**src/io_backplane_pkg.sv**
```systemverilog
package io_backplane_pkg;
	localparam int WORD_W = 16;
	localparam int CODE_W = 6;
	localparam int NUM_CODES = 64;
	localparam int SLOT_W = 48;
	localparam logic [5:0] CODE_ENABLE = 6'h00;
	localparam logic [5:0] CODE_FIRST_SLOT = 6'h08;
	localparam logic [5:0] CODE_LAST_SLOT = 6'h37;
	localparam int FIFO_DEPTH = 4;
	localparam logic [15:0] WORD_RESET = 16'h0000;
	localparam logic [5:0] CODE_RESET = 6'h00;

	typedef enum logic [3:0] {
		OP_NONE,
		OP_SET_CONTROL,
		OP_CLEAR_CONTROL,
		OP_SET_FLAG,
		OP_CLEAR_FLAG,
		OP_TEST_FLAG,
		OP_LOAD_A,
		OP_LOAD_B,
		OP_MERGE_A,
		OP_MERGE_B,
		OP_OUTPUT_A,
		OP_OUTPUT_B
	} io_op_e;

	typedef enum logic [1:0] {
		PH_FETCH,
		PH_EXEC,
		PH_INTERRUPT
	} phase_e;
endpackage

```
**src/io_backplane.sv**
```systemverilog
`timescale 1ns/10ps
// What this block does
// Send each instruction command only to the slot named by the select code.
// Commands set or clear a card's control and flag, and test its flag.
// Load and merge instructions pulse the input strobe to every slot.
// Only the addressed card drives the input bus during the strobe.
// Strobed word passes the arithmetic logic into A or B per instruction.
// Output instructions put A or B on the output bus with the output strobe.
// Input, output and result buses are each 16 lines wide.
// Interrupts accepted only after the master enable has been set.
// Each device slot has its own distinct priority level.
// Interrupt phase loads memory address with the device's select code location.
// After the interrupt phase the fetch phase runs the forced location.
// Sixteen slots basic; extenders give 32 or 48 devices.
// Select code is six low instruction bits, decoded to one slot select.
// Select code zero reaches the master interrupt enable, not a slot.
// Codes octal 10 through 67 address the 48 device positions.
// Lower select code means higher interrupt priority.
// Grant only the highest pending request; others wait for later phases.
module io_backplane (
	input wire logic clock,
	input wire logic reset_n,
	input wire logic [1:0] extender_count,
	input wire logic instr_valid,
	output logic instr_ready,
	input wire io_backplane_pkg::io_op_e instr_op,
	input wire logic [15:0] instr_word,
	input wire logic [15:0] acc_a,
	input wire logic [15:0] acc_b,
	input wire logic [15:0] input_bus,
	input wire logic [47:0] irq_request,
	input wire logic [47:0] flag_state,
	output logic [47:0] slot_select,
	output io_backplane_pkg::io_op_e slot_command,
	output logic input_strobe,
	output logic output_strobe,
	output logic [15:0] output_bus,
	output logic flag_test_true,
	output logic result_valid,
	input wire logic result_ready,
	output logic [15:0] result_bus,
	output logic result_to_b,
	output logic result_merge,
	output logic mar_load,
	output logic [15:0] mar_value,
	output logic int_system_enabled,
	output io_backplane_pkg::phase_e phase
);
	logic [47:0] irq_s1_r;
	logic [47:0] irq_s2_r;
	logic [47:0] flag_s1_r;
	logic [47:0] flag_s2_r;
	logic [15:0] in_s1_r;
	logic [15:0] in_s2_r;
	logic int_enable_r;
	io_backplane_pkg::phase_e phase_r;
	logic [47:0] slot_select_r;
	io_backplane_pkg::io_op_e slot_command_r;
	logic input_strobe_r;
	logic output_strobe_r;
	logic [15:0] output_bus_r;
	logic flag_test_r;
	logic mar_load_r;
	logic [15:0] mar_value_r;
	logic [47:0] present_mask;
	logic [47:0] pending;
	logic [47:0] served_r;
	logic [5:0] winner_code;
	logic any_pending;
	logic [5:0] code;
	logic fifo_in_ready;
	logic [17:0] fifo_out;
	logic is_input;
	logic is_output;
	logic take;

	// device code window
	function automatic logic [47:0] decode_slot(input logic [5:0] c);
		logic [47:0] v;
		v = '0;
		if (c >= io_backplane_pkg::CODE_FIRST_SLOT && c <= io_backplane_pkg::CODE_LAST_SLOT) begin
			v[6'(c - io_backplane_pkg::CODE_FIRST_SLOT)] = 1'b1;
		end
		return v;
	endfunction

	function automatic logic slot_present(input logic [5:0] idx, input logic [1:0] ext);
		return {2'b00, idx} < (8'd16 + 8'({ext, 4'h0}));
	endfunction

	// select code bits
	assign code = instr_word[5:0];
	assign is_input = instr_op inside {io_backplane_pkg::OP_LOAD_A, io_backplane_pkg::OP_LOAD_B,
		io_backplane_pkg::OP_MERGE_A, io_backplane_pkg::OP_MERGE_B};
	assign is_output = instr_op inside {io_backplane_pkg::OP_OUTPUT_A, io_backplane_pkg::OP_OUTPUT_B};
	assign instr_ready = (phase_r == io_backplane_pkg::PH_FETCH) && !any_pending && fifo_in_ready;
	assign take = instr_valid && instr_ready;

	always_ff @(posedge clock or negedge reset_n) begin
		if (!reset_n) begin
			irq_s1_r <= '0;
			irq_s2_r <= '0;
			flag_s1_r <= '0;
			flag_s2_r <= '0;
			in_s1_r <= io_backplane_pkg::WORD_RESET;
			in_s2_r <= io_backplane_pkg::WORD_RESET;
		end else begin
			irq_s1_r <= irq_request;
			irq_s2_r <= irq_s1_r;
			flag_s1_r <= flag_state;
			flag_s2_r <= flag_s1_r;
			in_s1_r <= input_bus;
			in_s2_r <= in_s1_r;
		end
	end

	// extender sizing
	always_comb begin
		for (int i = 0; i < 48; i++) begin
			present_mask[i] = slot_present(6'(i), extender_count);
		end
	end

	// granted slot waits
	// Synchronised request lags the card by two cycles, so mask the granted slot until it drops
	always_ff @(posedge clock or negedge reset_n) begin
		if (!reset_n) begin
			served_r <= '0;
		end else if ((phase_r == io_backplane_pkg::PH_FETCH) && any_pending) begin
			served_r <= (served_r & irq_s2_r) | decode_slot(winner_code);
		end else begin
			served_r <= served_r & irq_s2_r;
		end
	end

	assign pending = irq_s2_r & ~served_r & present_mask & {48{int_enable_r}};

	// fixed priority, lowest code wins
	always_comb begin
		winner_code = io_backplane_pkg::CODE_RESET;
		any_pending = 1'b0;
		for (int i = 47; i >= 0; i--) begin
			if (pending[i]) begin
				winner_code = 6'(i) + io_backplane_pkg::CODE_FIRST_SLOT;
				any_pending = 1'b1;
			end
		end
	end

	// master enable at code zero
	always_ff @(posedge clock or negedge reset_n) begin
		if (!reset_n) begin
			int_enable_r <= 1'b0;
		end else if (take && code == io_backplane_pkg::CODE_ENABLE) begin
			if (instr_op == io_backplane_pkg::OP_SET_CONTROL || instr_op == io_backplane_pkg::OP_SET_FLAG) begin
				int_enable_r <= 1'b1;
			end else if (instr_op == io_backplane_pkg::OP_CLEAR_CONTROL
				|| instr_op == io_backplane_pkg::OP_CLEAR_FLAG) begin
				int_enable_r <= 1'b0;
			end
		end
	end

	// phase sequencing
	always_ff @(posedge clock or negedge reset_n) begin
		if (!reset_n) begin
			phase_r <= io_backplane_pkg::PH_FETCH;
		end else begin
			case (phase_r)
				io_backplane_pkg::PH_FETCH: begin
					if (any_pending) begin
						phase_r <= io_backplane_pkg::PH_INTERRUPT;
					end else if (take) begin
						phase_r <= io_backplane_pkg::PH_EXEC;
					end
				end
				io_backplane_pkg::PH_EXEC: phase_r <= io_backplane_pkg::PH_FETCH;
				io_backplane_pkg::PH_INTERRUPT: phase_r <= io_backplane_pkg::PH_FETCH;
				default: phase_r <= io_backplane_pkg::PH_FETCH;
			endcase
		end
	end

	// forced address load
	always_ff @(posedge clock or negedge reset_n) begin
		if (!reset_n) begin
			mar_load_r <= 1'b0;
			mar_value_r <= io_backplane_pkg::WORD_RESET;
		end else begin
			mar_load_r <= (phase_r == io_backplane_pkg::PH_FETCH) && any_pending;
			if ((phase_r == io_backplane_pkg::PH_FETCH) && any_pending) begin
				mar_value_r <= {10'h000, winner_code};
			end
		end
	end

	// command routing
	always_ff @(posedge clock or negedge reset_n) begin
		if (!reset_n) begin
			slot_select_r <= '0;
			slot_command_r <= io_backplane_pkg::OP_NONE;
			flag_test_r <= 1'b0;
		end else if (take) begin
			slot_select_r <= decode_slot(code) & present_mask;
			slot_command_r <= instr_op;
			flag_test_r <= (instr_op == io_backplane_pkg::OP_TEST_FLAG)
				&& |(decode_slot(code) & present_mask & flag_s2_r);
		end else begin
			slot_select_r <= '0;
			slot_command_r <= io_backplane_pkg::OP_NONE;
			flag_test_r <= 1'b0;
		end
	end

	// strobes and output bus
	always_ff @(posedge clock or negedge reset_n) begin
		if (!reset_n) begin
			input_strobe_r <= 1'b0;
			output_strobe_r <= 1'b0;
			output_bus_r <= io_backplane_pkg::WORD_RESET;
		end else begin
			input_strobe_r <= take && is_input;
			output_strobe_r <= take && is_output;
			if (take && is_output) begin
				output_bus_r <= (instr_op == io_backplane_pkg::OP_OUTPUT_B) ? acc_b : acc_a;
			end
		end
	end

	// input word to result bus via FIFO, tagged with target and merge
	word_fifo #(
		.WIDTH(18),
		.DEPTH(io_backplane_pkg::FIFO_DEPTH)
	) u_fifo (
		.clock(clock),
		.reset_n(reset_n),
		.in_valid(input_strobe_r),
		.in_ready(fifo_in_ready),
		.in_data({slot_command_r == io_backplane_pkg::OP_LOAD_B || slot_command_r == io_backplane_pkg::OP_MERGE_B,
			slot_command_r == io_backplane_pkg::OP_MERGE_A || slot_command_r == io_backplane_pkg::OP_MERGE_B,
			in_s2_r}),
		.out_valid(result_valid),
		.out_ready(result_ready),
		.out_data(fifo_out)
	);

	assign result_to_b = fifo_out[17];
	assign result_merge = fifo_out[16];
	assign result_bus = fifo_out[15:0];
	assign slot_select = slot_select_r;
	assign slot_command = slot_command_r;
	assign input_strobe = input_strobe_r;
	assign output_strobe = output_strobe_r;
	assign output_bus = output_bus_r;
	assign flag_test_true = flag_test_r;
	assign mar_load = mar_load_r;
	assign mar_value = mar_value_r;
	assign int_system_enabled = int_enable_r;
	assign phase = phase_r;
endmodule

```
**src/word_fifo.sv**
```systemverilog
`timescale 1ns/10ps
module word_fifo #(
	parameter int WIDTH = 16,
	parameter int DEPTH = 4
) (
	input wire logic clock,
	input wire logic reset_n,
	input wire logic in_valid,
	output logic in_ready,
	input wire logic [WIDTH-1:0] in_data,
	output logic out_valid,
	input wire logic out_ready,
	output logic [WIDTH-1:0] out_data
);
	localparam int AW = $clog2(DEPTH);
	logic [WIDTH-1:0] mem_r [DEPTH];
	logic [AW-1:0] wr_r;
	logic [AW-1:0] rd_r;
	logic [AW:0] count_r;
	logic push;
	logic pop;

	assign in_ready = (count_r != (AW+1)'(DEPTH));
	assign out_valid = (count_r != '0);
	assign out_data = mem_r[rd_r];
	assign push = in_valid && in_ready;
	assign pop = out_valid && out_ready;

	always_ff @(posedge clock) begin
		if (push) begin
			mem_r[wr_r] <= in_data;
		end
	end

	always_ff @(posedge clock or negedge reset_n) begin
		if (!reset_n) begin
			wr_r <= '0;
			rd_r <= '0;
			count_r <= '0;
		end else begin
			if (push) begin
				wr_r <= (wr_r == AW'(DEPTH-1)) ? '0 : wr_r + 1'b1;
			end
			if (pop) begin
				rd_r <= (rd_r == AW'(DEPTH-1)) ? '0 : rd_r + 1'b1;
			end
			count_r <= count_r + (AW+1)'(push) - (AW+1)'(pop);
		end
	end
endmodule
```
**config.mk**
```make
export PLATFORM = sky130hd
export DESIGN_NAME = io_backplane
export DESIGN_NICKNAME = d
export VERILOG_FILES = /design/src/io_backplane_pkg.sv /design/src/io_backplane.sv /design/src/word_fifo.sv
export SDC_FILE = /design/constraint.sdc
export NUM_CORES = 1
export LEC_CHECK = 0
export BUFFER_PORTS_ARGS = -buffer_cell sky130_fd_sc_hd__buf_4
export CELL_PAD_IN_SITES_DETAIL_PLACEMENT = 0
export CELL_PAD_IN_SITES_GLOBAL_PLACEMENT = 1
export CORE_UTILIZATION = 49
export CTS_CLUSTER_SIZE = 8
export DETAILED_ROUTE_END_ITERATION = 8
export GPL_TIMING_DRIVEN = 1
export PLACE_DENSITY_LB_ADDON = 0.2
export SETUP_SLACK_MARGIN = 0.2
export SYNTH_ARGS = -nofsm -noshare
export SYNTH_HDL_FRONTEND = slang
export SYNTH_HIERARCHICAL = 1
export SYNTH_SLANG_ARGS = --single-unit
```
**constraint.sdc**
```tcl
create_clock -name clock -period 9.2 [get_ports clock]
set_clock_uncertainty 0.2 [all_clocks]
set_input_delay 1.38 -clock clock [delete_from_list [all_inputs] [get_ports clock]]
set_output_delay 1.38 -clock clock [all_outputs]
set_load 0.005 [all_outputs]
```
== After elaboration in Yosys (flattened, before gate mapping) ==
Memories as Yosys holds them, arrays and structs flattened.
Index checks and enable logic that the tools add are counted.
Storage, ports and cells
  register bits: 360
  bits in writable memories: 72
  input bits: 170
  output and inout port bits: 111
  logic and storage cells: 255
  memories kept: 1
Operators by class
  add/subtract/negate cells: 7
  $lt $le $gt $ge: 56
  equal/unequal tests: 18
  mux-type cells: 118
  bitwise logic cells: 8
  reductions and logical operators: 27
Memory list
  u_fifo.mem_r: depth 4, width 18, rd ports 1, clocked after Yosys merged registers in 0, wr ports 1, RTL line word_fifo.sv:16  | logic [WIDTH-1:0] mem_r [DEPTH];
Operators with widths (number)
  bitwise AND 48 bit: 6
  2-to-1 mux 48 bit: 6
  2-to-1 mux 6 bit: 48
  < comparator 5 x 8 -> 1 bit, first input constant: 16
  < comparator 6 x 8 -> 1 bit, first input constant: 15
  < comparator 4 x 8 -> 1 bit, first input constant: 8
  2-to-1 mux 1 bit: 55
  inverter 48 bit: 1
  OR 48 bit: 1
  OR reduction 48 bit: 1
  < comparator 3 x 8 -> 1 bit, first input constant: 4
  == test 4 bit, second input constant: 6
  == test 4 x 3 -> 1 bit, second input constant: 5
  < comparator 1 x 8 -> 1 bit, first input constant: 2
  < comparator 2 x 8 -> 1 bit, first input constant: 2
  2-to-1 mux 16 bit: 1
  logical AND 1 bit: 14
  < comparator 6 x 7 -> 1 bit, second input constant: 2
  demux 1 bit (select 6 bit): 2
  greater-or-equal comparator 6 x 1 -> 1 bit, second input constant: 2
  greater-or-equal comparator 6 x 4 -> 1 bit, second input constant: 2
  <= comparator 6 bit, second input constant: 2
  subtractor 6 x 4 -> 6 bit, second input constant: 2
  2-to-1 mux 2 bit: 5
  other kinds (18): 26

== Longest topological paths before layout ==
Gate-level depths: netlist (run 1).
  word-level depth: 62
  gate-level depth with buffers: 15

== By module ==
Netlist (run 1), hierarchy kept.
By module, submodules not included
  io_backplane: times used 1, cells each 903, area each 12482.0 µm², sequential area each 8833.5 µm²
  word_fifo: times used 1, cells each 132, area each 3035.4 µm², sequential area each 2337.2 µm²

== Worst setup path before layout (run 1) ==
Ideal clock, no wire load.
  kind: in2reg
  start point: input extender_count[1]
  end point: register served_r[34]
  arrival: 3.684 ns
  required time: 8.890 ns
  setup slack: 5.205 ns
  cell stages on the path: 14
  path buffers: 2
  path through: nand2_2 -> a41oi_1 -> nor2_1 -> nand3b_1 -> and2_1 -> buf_2 -> ha_1 -> and2_1 -> buf_1 -> nor2b_1 -> nand4_1 -> o21ai_0 -> nand2_1 -> o41ai_1
Between the ends
  word-level cells in the longest chain between the ends: 61
RTL lines
  from (decl): RTL line io_backplane.sv:23  | input wire logic [1:0] extender_count,
  adder 5 x 6 -> 7 bit *: RTL line io_backplane.sv:88  | return {2'b00, idx} < (8'd16 + 8'({ext, 4'h0}));
  < comparator 6 x 7 -> 1 bit: RTL line io_backplane.sv:88
  bitwise AND 48 bit * (2 in series): RTL line io_backplane.sv:136  | assign pending = irq_s2_r & ~served_r & present_mask & {48{int_enable_r}};
  2-to-1 mux 6 bit (48 in series): RTL line io_backplane.sv:143  | if (pending[i]) begin
  subtractor 6 x 4 -> 6 bit: RTL line io_backplane.sv:82  | v[6'(c - io_backplane_pkg::CODE_FIRST_SLOT)] = 1'b1;
  < comparator 6 x 7 -> 1 bit (implied by the code) / greater-or-equal comparator 6 x 1 -> 1 bit (equally long branches): RTL line io_backplane.sv:82
  logical AND 1 bit (implied by the code): RTL line io_backplane.sv:82
  2-to-1 mux 1 bit (implied by the code): RTL line io_backplane.sv:82
  demux 1 bit (select 6 bit): RTL line io_backplane.sv:82
  2-to-1 mux 48 bit: RTL line io_backplane.sv:81  | if (c >= io_backplane_pkg::CODE_FIRST_SLOT && c <= io_backplane_pkg::CODE_LAST_SLOT) begin
  2-to-1 mux 48 bit: RTL line io_backplane.sv:129  | end else if ((phase_r == io_backplane_pkg::PH_FETCH) && any_pending) begin
  OR 48 bit: RTL line io_backplane.sv:130  | served_r <= (served_r & irq_s2_r) | decode_slot(winner_code);
  2-to-1 mux 48 bit *: RTL line io_backplane.sv:129
  to (signal assigned): RTL line io_backplane.sv:130
  to (signal assigned): RTL line io_backplane.sv:132  | served_r <= served_r & irq_s2_r;
  to (decl): RTL line io_backplane.sv:67  | logic [47:0] served_r;
Every way passes the cells marked *; elsewhere a longest branch is shown, timed or not. The select of a mux whose other input is x is not followed.
A chain may end at the register's enable or synchronous reset.

== Worst setup path after layout (run 1) ==
  start point: register int_enable_r, in the netlist int_system_enabled
  end point: register served_r[34]
Between the ends
  word-level cells in the longest chain between the ends: 58
RTL lines
  from (decl): RTL line io_backplane.sv:55  | logic int_enable_r;
  from (signal assigned): RTL line io_backplane.sv:153  | int_enable_r <= 1'b0;
  from (signal assigned): RTL line io_backplane.sv:156  | int_enable_r <= 1'b1;
  from (signal assigned): RTL line io_backplane.sv:159  | int_enable_r <= 1'b0;
  bitwise AND 48 bit *: RTL line io_backplane.sv:136
  2-to-1 mux 6 bit (48 in series): RTL line io_backplane.sv:143
  subtractor 6 x 4 -> 6 bit: RTL line io_backplane.sv:82
  < comparator 6 x 7 -> 1 bit (implied by the code) / greater-or-equal comparator 6 x 1 -> 1 bit (equally long branches): RTL line io_backplane.sv:82
  logical AND 1 bit (implied by the code): RTL line io_backplane.sv:82
  2-to-1 mux 1 bit (implied by the code): RTL line io_backplane.sv:82
  demux 1 bit (select 6 bit): RTL line io_backplane.sv:82
  2-to-1 mux 48 bit: RTL line io_backplane.sv:81
  2-to-1 mux 48 bit: RTL line io_backplane.sv:129
  OR 48 bit: RTL line io_backplane.sv:130
  2-to-1 mux 48 bit *: RTL line io_backplane.sv:129
Marked as above.

==> flow_summary.yaml, run 1 <==
detailed_routing:
  wl_mm: 33.8
  drt_iter0_markers: 586
  routedWlPerCell_um: 19.4
  vias_per_cell: 5.38
  vias: 9392
  ant_nets: 0
  dr.pass1.iters: 7
  drc: 10
cells_and_area:
  fillers: 2343
  drive_gt1_share_pct: 30.1
  multi_input_area_mm2: 0.00409
  synthToLayoutAreaGrowth_pct: 25.2
  register_area_mm2: 0.0112
  final_nets: 1514
sta:
  rsz0062_at_grt: "no"
  period_needed_ns: 4.63
  setup_tns_ns: 0
  fmax_mhz: 216
  finalCritPeriodShare_pct: 50.4
  worstMarginPinSlew_ns: 1.10
  relSlewSlack_pct: 26.2
  timing.final.ws_setup_ns: 4.57
  slew_viol_final: 0
  setup_viol_count_final: 0
  hold_viol: 0
global_route:
  grt_pass1_wl_mm: 53.5
  grtUsageMet3_pct: 4.17
  grt_most_used_layer: "met2"
  grt_overflow: 0
  grt_util_all_layers_pct: 21.5
  gr-usage-met1_pct: 29.2
  grt_max_degree: 182
  grt_pass1_vias: 9707
  grt_use_met2_pct: 34.8
  antenna_found_initial: 2
synthesis:
  netlist_instances: 1035
  async_flop_share_pct: 83.3
  yosysTopAreaCell: "dfrtp_1"
  synth_area_leaders: "dfrtp_1 58%, edfxtp_1 14%, mux4_2 2.8%"
  ys_seq_elements: 432
  synth_flop_cell: "dfrtp_1"
  netlist_area_mm2: 0.0155
  synth-warning-count: 6
  avgSynthCellArea_um2: 15.0
  ys_types: 88
  ys_seq_area_share_pct: 72.0
  synth_edf_count: 72
  synth_top_area_share_pct: 58.1
clock_network:
  post-cts-setup-buffer-count: 0
  clk_pin_slew_ns: 0.05
  clockBufferDepth: 3
  postCtsResizedCells: 0
  cts_buffers: 59
  clockRootBuffer: "clkbuf_16"
  htreeDepth: 2
  cts_hold_buffers: 0
  cts_sinks: 432
  cts_tree: "done"
  insertion_delay_ns: 0.56
worst_setup_path:
  crit_family: "simple AND/OR/NAND/NOR gates"
  worstPathArrival_ns: 4.88
  crit_path_max_incr_delay_ns: 0.88
  path_max_fanout: 24
  cpMostUsedCell: "and2_1"
  critPathCaptureType: "register"
  worst_path_max_delay_cell: "dfrtp_1"
  reg2reg_depth: 12
  crit_buf_inv: 0
  cp_cell_sequence: "nand2_2, a41oi_1, nor2_1, nand3b_1, and2_1, ha_1, and2_1, nor2b_1, nand4_1, o21ai_0, nand2_1, o41ai_1"
  start_kind: "register"
  required_ns: 9.45
  worstSetupPathType: "register to register"
  path_depth: 12
power_and_ir_drop:
  netSwitchingFraction_pct: 23.2
  powerDensity_mw_per_mm2: 239
  power.switching_mw: 1.08
  power.leakage_nw: 8.72
  p_int_mw: 3.56
  combPwrFrac_pct: 12.8
  vdd_drop_max_mv: 0.158
  seqPwrFrac_pct: 46.8
  clockPowerShare_pct: 40.5
placed_design:
  dp_slack_ns: 4.12
  io_buffers: 260
  dpl.hpwl_mm: 23.3
  place.gp.congestion: 0.861
min_path:
  min_path_type: "register to register"
  hold_path_depth: 0
floorplanning:
  std_cell_rows: 64
  io_pins: 281
  dieArea_mm2: 0.0324
  die_w_um: 180
  core_area_mm2: 0.0309
  die_y_um: 180
  initial_utilization_pct: 50.2
run_status:
  status: "finished with violations"
  violations: "design-rule violations"
run:
  drv_cap: 0
through the flow:
step           hold slack (ns)  cell area (µm²)  power [mW]  instances  utilization, %
2_1_floorplan            0.131            15600        2.47       1044               -
3_3_place_gp             0.132            17800        2.78       1668            57.7
6_report                 0.138            19400        4.64       1747            62.8
4_1_cts                  0.140            19400        4.70       1746            62.8
5_1_grt                  0.146            19400        4.84       1747            62.8
3_5_place_dp             0.135            17800        2.80       1668            57.7
Yosys cell counts, drive strengths merged, types with 3 or more instances:
master / instances
dfrtp: 360
nor2: 76
edfxtp: 72
nand2: 64
mux2: 41
nor2b: 37
nand2b: 33
o21ai: 32
buf: 30
a22o: 22
o31ai: 20
mux4: 19
inv: 18
a21oi: 16
and2: 16
and3: 16
nand3: 16
ha: 10
a31oi: 8
mux2i: 8
o41ai: 8
a41oi: 7
clkbuf: 7
nor3: 7
nor4: 7
a21o: 6
nand4: 6
a2111oi: 5
a211oi: 5
o211ai: 5
o21a: 5
a22oi: 4
a211o: 3
o2111ai: 3
o221ai: 3
o311ai: 3
placed cells by master (no fill, tap or decap), drive strengths merged, types with 16 or more instances in the layout:
cell	n
a21oi	16
a22o	22
and2	16
and3	16
buf	265
clkbuf	76
dfrtp	360
edfxtp	72
inv	19
mux2	41
mux4	19
nand2	64
nand2b	33
nand3	16
nor2	76
nor2b	37
o21ai	32
o31ai	20
registers in the layout, indices dropped and copies added, names as in the netlist:
signal,count
u_fifo/mem_r,72
flag_s1_r,48
flag_s2_r,48
irq_s1_r,48
irq_s2_r,48
served_r,48
slot_select,48
in_s1_r,16
in_s2_r,16
output_bus,16
mar_value,6
slot_command,4
u_fifo/count_r,3
phase,2
u_fifo/rd_r,2
u_fifo/wr_r,2
flag_test_true,1
input_strobe,1
int_system_enabled,1
mar_load,1
output_strobe,1
final timing paths:
| kind | start | endpoint | slack [ns] |
|---|---|---|---|
| max in group asynchronous | reset_n | in_s1_r[15]$_DFF_PN0_ | 6.67 |
| min in group asynchronous | reset_n | irq_s1_r[42]$_DFF_PN0_ | 0.67 |
| worst max-delay path | int_system_enabled$_DFFE_PN0P_ | served_r[34]$_DFF_PN0_ | 4.57 |
| worst min-delay path | flag_s1_r[15]$_DFF_PN0_ | flag_s2_r[15]$_DFF_PN0_ | 0.14 |
| worst min register to register | flag_s1_r[15]$_DFF_PN0_ | flag_s2_r[15]$_DFF_PN0_ | 0.14 |
| worst max register to register | int_system_enabled$_DFFE_PN0P_ | served_r[34]$_DFF_PN0_ | 4.57 |
layout make-up:
| class | count | area share (%) |
|---|---|---|
| antenna | 1 | 0.0129 |
| clock buffer | 76 | 8.04 |
| clock inverter | 2 | 0.129 |
| inverter | 19 | 0.367 |
| multi-input combinational | 556 | 21.0 |
| sequential | 432 | 57.5 |
| tap | 396 | 2.55 |
| timing repair buffer | 265 | 10.3 |
per-layer routing:
| layer | wire length (µm) | up-vias |
|---|---|---|
| li1 | - | 4286 |
| met1 | 14200 | 4713 |
| met2 | 16600 | 316 |
| met3 | 2090 | 75 |
| met4 | 981 | 2 |
| met5 | 13 | - |
cell families (layout without fill, tap and decap cells):
logic type / Yosys count / count (layout) / synth area share, %
buffers and inverters: 56 / 362 / 1.90
XOR/XNOR: 4 / 4 / 0.226
adder cells (fa/ha/maj): 11 / 11 / 0.935
flip-flops: 432 / 432 / 72.0
other: 1 / 11 / 0.0242
AO/OA/AOI/OAI: 173 / 173 / 8.72
AND/OR/NAND/NOR: 290 / 290 / 9.90
multiplexers: 68 / 68 / 6.30
power groups by stage:
| stage | Sequential (mW) | Combinational [mW] | Clock, mW |
|---|---|---|---|
| after global placement | 2.19 | 0.589 | 0 |
| after CTS | 2.17 | 0.603 | 1.92 |
| after detailed placement | 2.20 | 0.599 | 0 |
| final | 2.17 | 0.591 | 1.88 |
| after global routing | 2.18 | 0.648 | 2.01 |
| after floorplan | 2.16 | 0.311 | 0 |
No activity file was read; power rests on OpenSTA's default activity.
==> run 2, diff against run 1 <==
--- a/config.mk
+++ b/config.mk
@@ -8,7 +8,7 @@
 export BUFFER_PORTS_ARGS = -buffer_cell sky130_fd_sc_hd__buf_4
 export CELL_PAD_IN_SITES_DETAIL_PLACEMENT = 0
 export CELL_PAD_IN_SITES_GLOBAL_PLACEMENT = 1
-export CORE_UTILIZATION = 49
+export CORE_UTILIZATION = 41
 export CTS_CLUSTER_SIZE = 8
 export DETAILED_ROUTE_END_ITERATION = 8
 export GPL_TIMING_DRIVEN = 1
==> constraint.sdc (replaced) <==
create_clock -name clock -period 3.9 [get_ports clock]
set_clock_uncertainty 0.2 [all_clocks]
set_input_delay 0.585 -clock clock [delete_from_list [all_inputs] [get_ports clock]]
set_output_delay 0.585 -clock clock [all_outputs]
set_load 0.005 [all_outputs]
==> run 2 against run 1 <==
The flow now finishes without violations. Fmax grew 36%. Clock power rose by 140%. First-iteration DRC count shrank 16%. Clock-buffer cell count fell by 1. Core utilization decreased by 6.3 points. Register-to-register slack lost 4.1 ns. Routed wire length increased by 6.4%. Critical endpoint is now served_r[43]$_DFF_PN0_.
==> flow_summary.yaml, run 2 (synthesized netlist as in run 1, its figures left out) <==
power_and_ir_drop:
  powerDensity_mw_per_mm2: 531
  vdd_drop_max_mv: 0.330
  power.leakage_nw: 9.30
  p_total_mw: 11.1
sta:
  fmax_mhz: 294
  setup_tns_ns: 0
  setup_viol_count_final: 0
  finalCritPeriodShare_pct: 87.2
  rsz0062_at_grt: "no"
  hold_viol: 0
  slew_viol_final: 0
  relSlewSlack_pct: 28.2
  period_needed_ns: 3.40
  timing.final.ws_setup_ns: 0.500
  hold_ws_ns: 0.0378
  worstMarginPinSlew_ns: 1.07
floorplanning:
  std_cell_rows: 70
  dieArea_mm2: 0.0386
  die_w_um: 197
  initial_utilization_pct: 42.0
  core_area_mm2: 0.0370
  io_pins: 281
  die_y_um: 197
clock_network:
  post-cts-setup-buffer-count: 0
  cts_buffers: 59
  clockRootBuffer: "clkbuf_16"
  cts_tree: "done"
  clockBufferDepth: 3
  insertion_delay_ns: 0.60
  clk_pin_slew_ns: 0.05
  cts_sinks: 432
  htreeDepth: 2
detailed_routing:
  vias: 9638
  vias_per_cell: 4.85
  ant_nets: 0
  drc: 0
  drt_iter0_markers: 492
  wl_mm: 36.0
  dr.pass1.iters: 5
  routedWlPerCell_um: 18.1
global_route:
  grt_util_all_layers_pct: 19.2
  grt_max_degree: 98
  grt_most_used_layer: "met2"
  grt_overflow: 0
  grt_use_met2_pct: 31.4
  grt_pass1_wl_mm: 56.2
  antenna_found_initial: 0
  grt_pass1_vias: 9904
  gr-usage-met1_pct: 25.7
  grtUsageMet3_pct: 3.76
cells_and_area:
  top_register: "u_fifo/mem_r"
  largest_register_ffs: 72
  drive_gt1_share_pct: 29.1
  n_antenna_cell: 0
  final_util_pct: 56.5
  fillers: 3045
  final_nets: 1648
  final_area_mm2: 0.0209
  final_cell_mix: "359 x dfrtp_1, 282 x buf_4, 113 x dlygate4sd3_1"
  finalNonFillerCells: 1988
  final_common_cell: "dfrtp_1"
  synthToLayoutAreaGrowth_pct: 34.6
placed_design:
  place.gp.congestion: 0.837
  dp_slack_ns: 0.227
  dpl.hpwl_mm: 24.4
  placedCellCount: 1797
  place_area_mm2: 0.0181
  io_buffers: 260
worst_setup_path:
  start_kind: "register"
  worstSetupPathType: "register to register"
  critPathCaptureType: "register"
  required_ns: 4.18
  worstPathArrival_ns: 3.68
  path_max_fanout: 7
run:
  drv_cap: 0
run_status:
  status: "finished, final reports clean"
min_path:
  min_path_type: "input pin to register"
## run 2: cell types whose count changed in the layout (fill, tap and decap cells not counted), sizes merged
cell	delta
buf	+21
dlygate4sd3	+113
clkinv	+1
diode	-1
clkbuf	-1
## run 2: repair_timing
item	CTS	global route
setup endpoints to repair	0	9
gates resized for setup	0	6
hold buffers	113	0
endpoints found under the hold margin	204	0
## run 2: final cells by class
type	count	area [µm²]	area share, %
multi-input combinational	556	4100	19.6
tap	504	631	3.02
inverter	19	71.3	0.342
clock buffer	75	1540	7.36
timing repair buffer	399	3320	15.9
clock inverter	3	52.6	0.252
sequential	432	11200	53.5
## run 2: per-layer routing
layer | part of all wire (%) | routed length [µm]
met5 | 0 | 0
met4 | 2.1 | 749
met3 | 4.9 | 1770
met2 | 49 | 17700
met1 | 44 | 15800
## run 2: power by group
part	internal (mW)	switching [mW]
Combinational	0.866	0.638
Sequential	4.90	0.222
Clock	2.70	1.76
Total	8.47	2.62
## run 2: critical path, stage by stage, from the launching register on
cell	delay (ns)
dfrtp_1	0.38
nor2b_1	0.19
o41ai_2	0.38
and3_4	0.29
nand3b_1	0.09
and2_1	0.17
ha_1	0.29
and2_2	0.22
nor2b_1	0.15
nand4_1	0.10
o21ai_0	0.19
buf_4	0.18
nand2_1	0.05
buf_4	0.15
o31ai_1	0.24
## run 2: path summary, 6_finish.rpt
kind / start / to / slack (ns) / depth (start not counted)
max: irq_s2_r[14]$_DFF_PN0_ / served_r[43]$_DFF_PN0_ / 0.50 / 14
min: instr_op[0] / slot_command[0]$_DFF_PN0_ / 0.04 / 2
max reg2reg: irq_s2_r[14]$_DFF_PN0_ / served_r[43]$_DFF_PN0_ / 0.50 / 14
min reg2reg: irq_s1_r[15]$_DFF_PN0_ / irq_s2_r[15]$_DFF_PN0_ / 0.13 / 0
max in group asynchronous: reset_n / int_system_enabled$_DFFE_PN0P_ / 2.16 / 3
min in group asynchronous: reset_n / irq_s1_r[41]$_DFF_PN0_ / 0.42 / 2
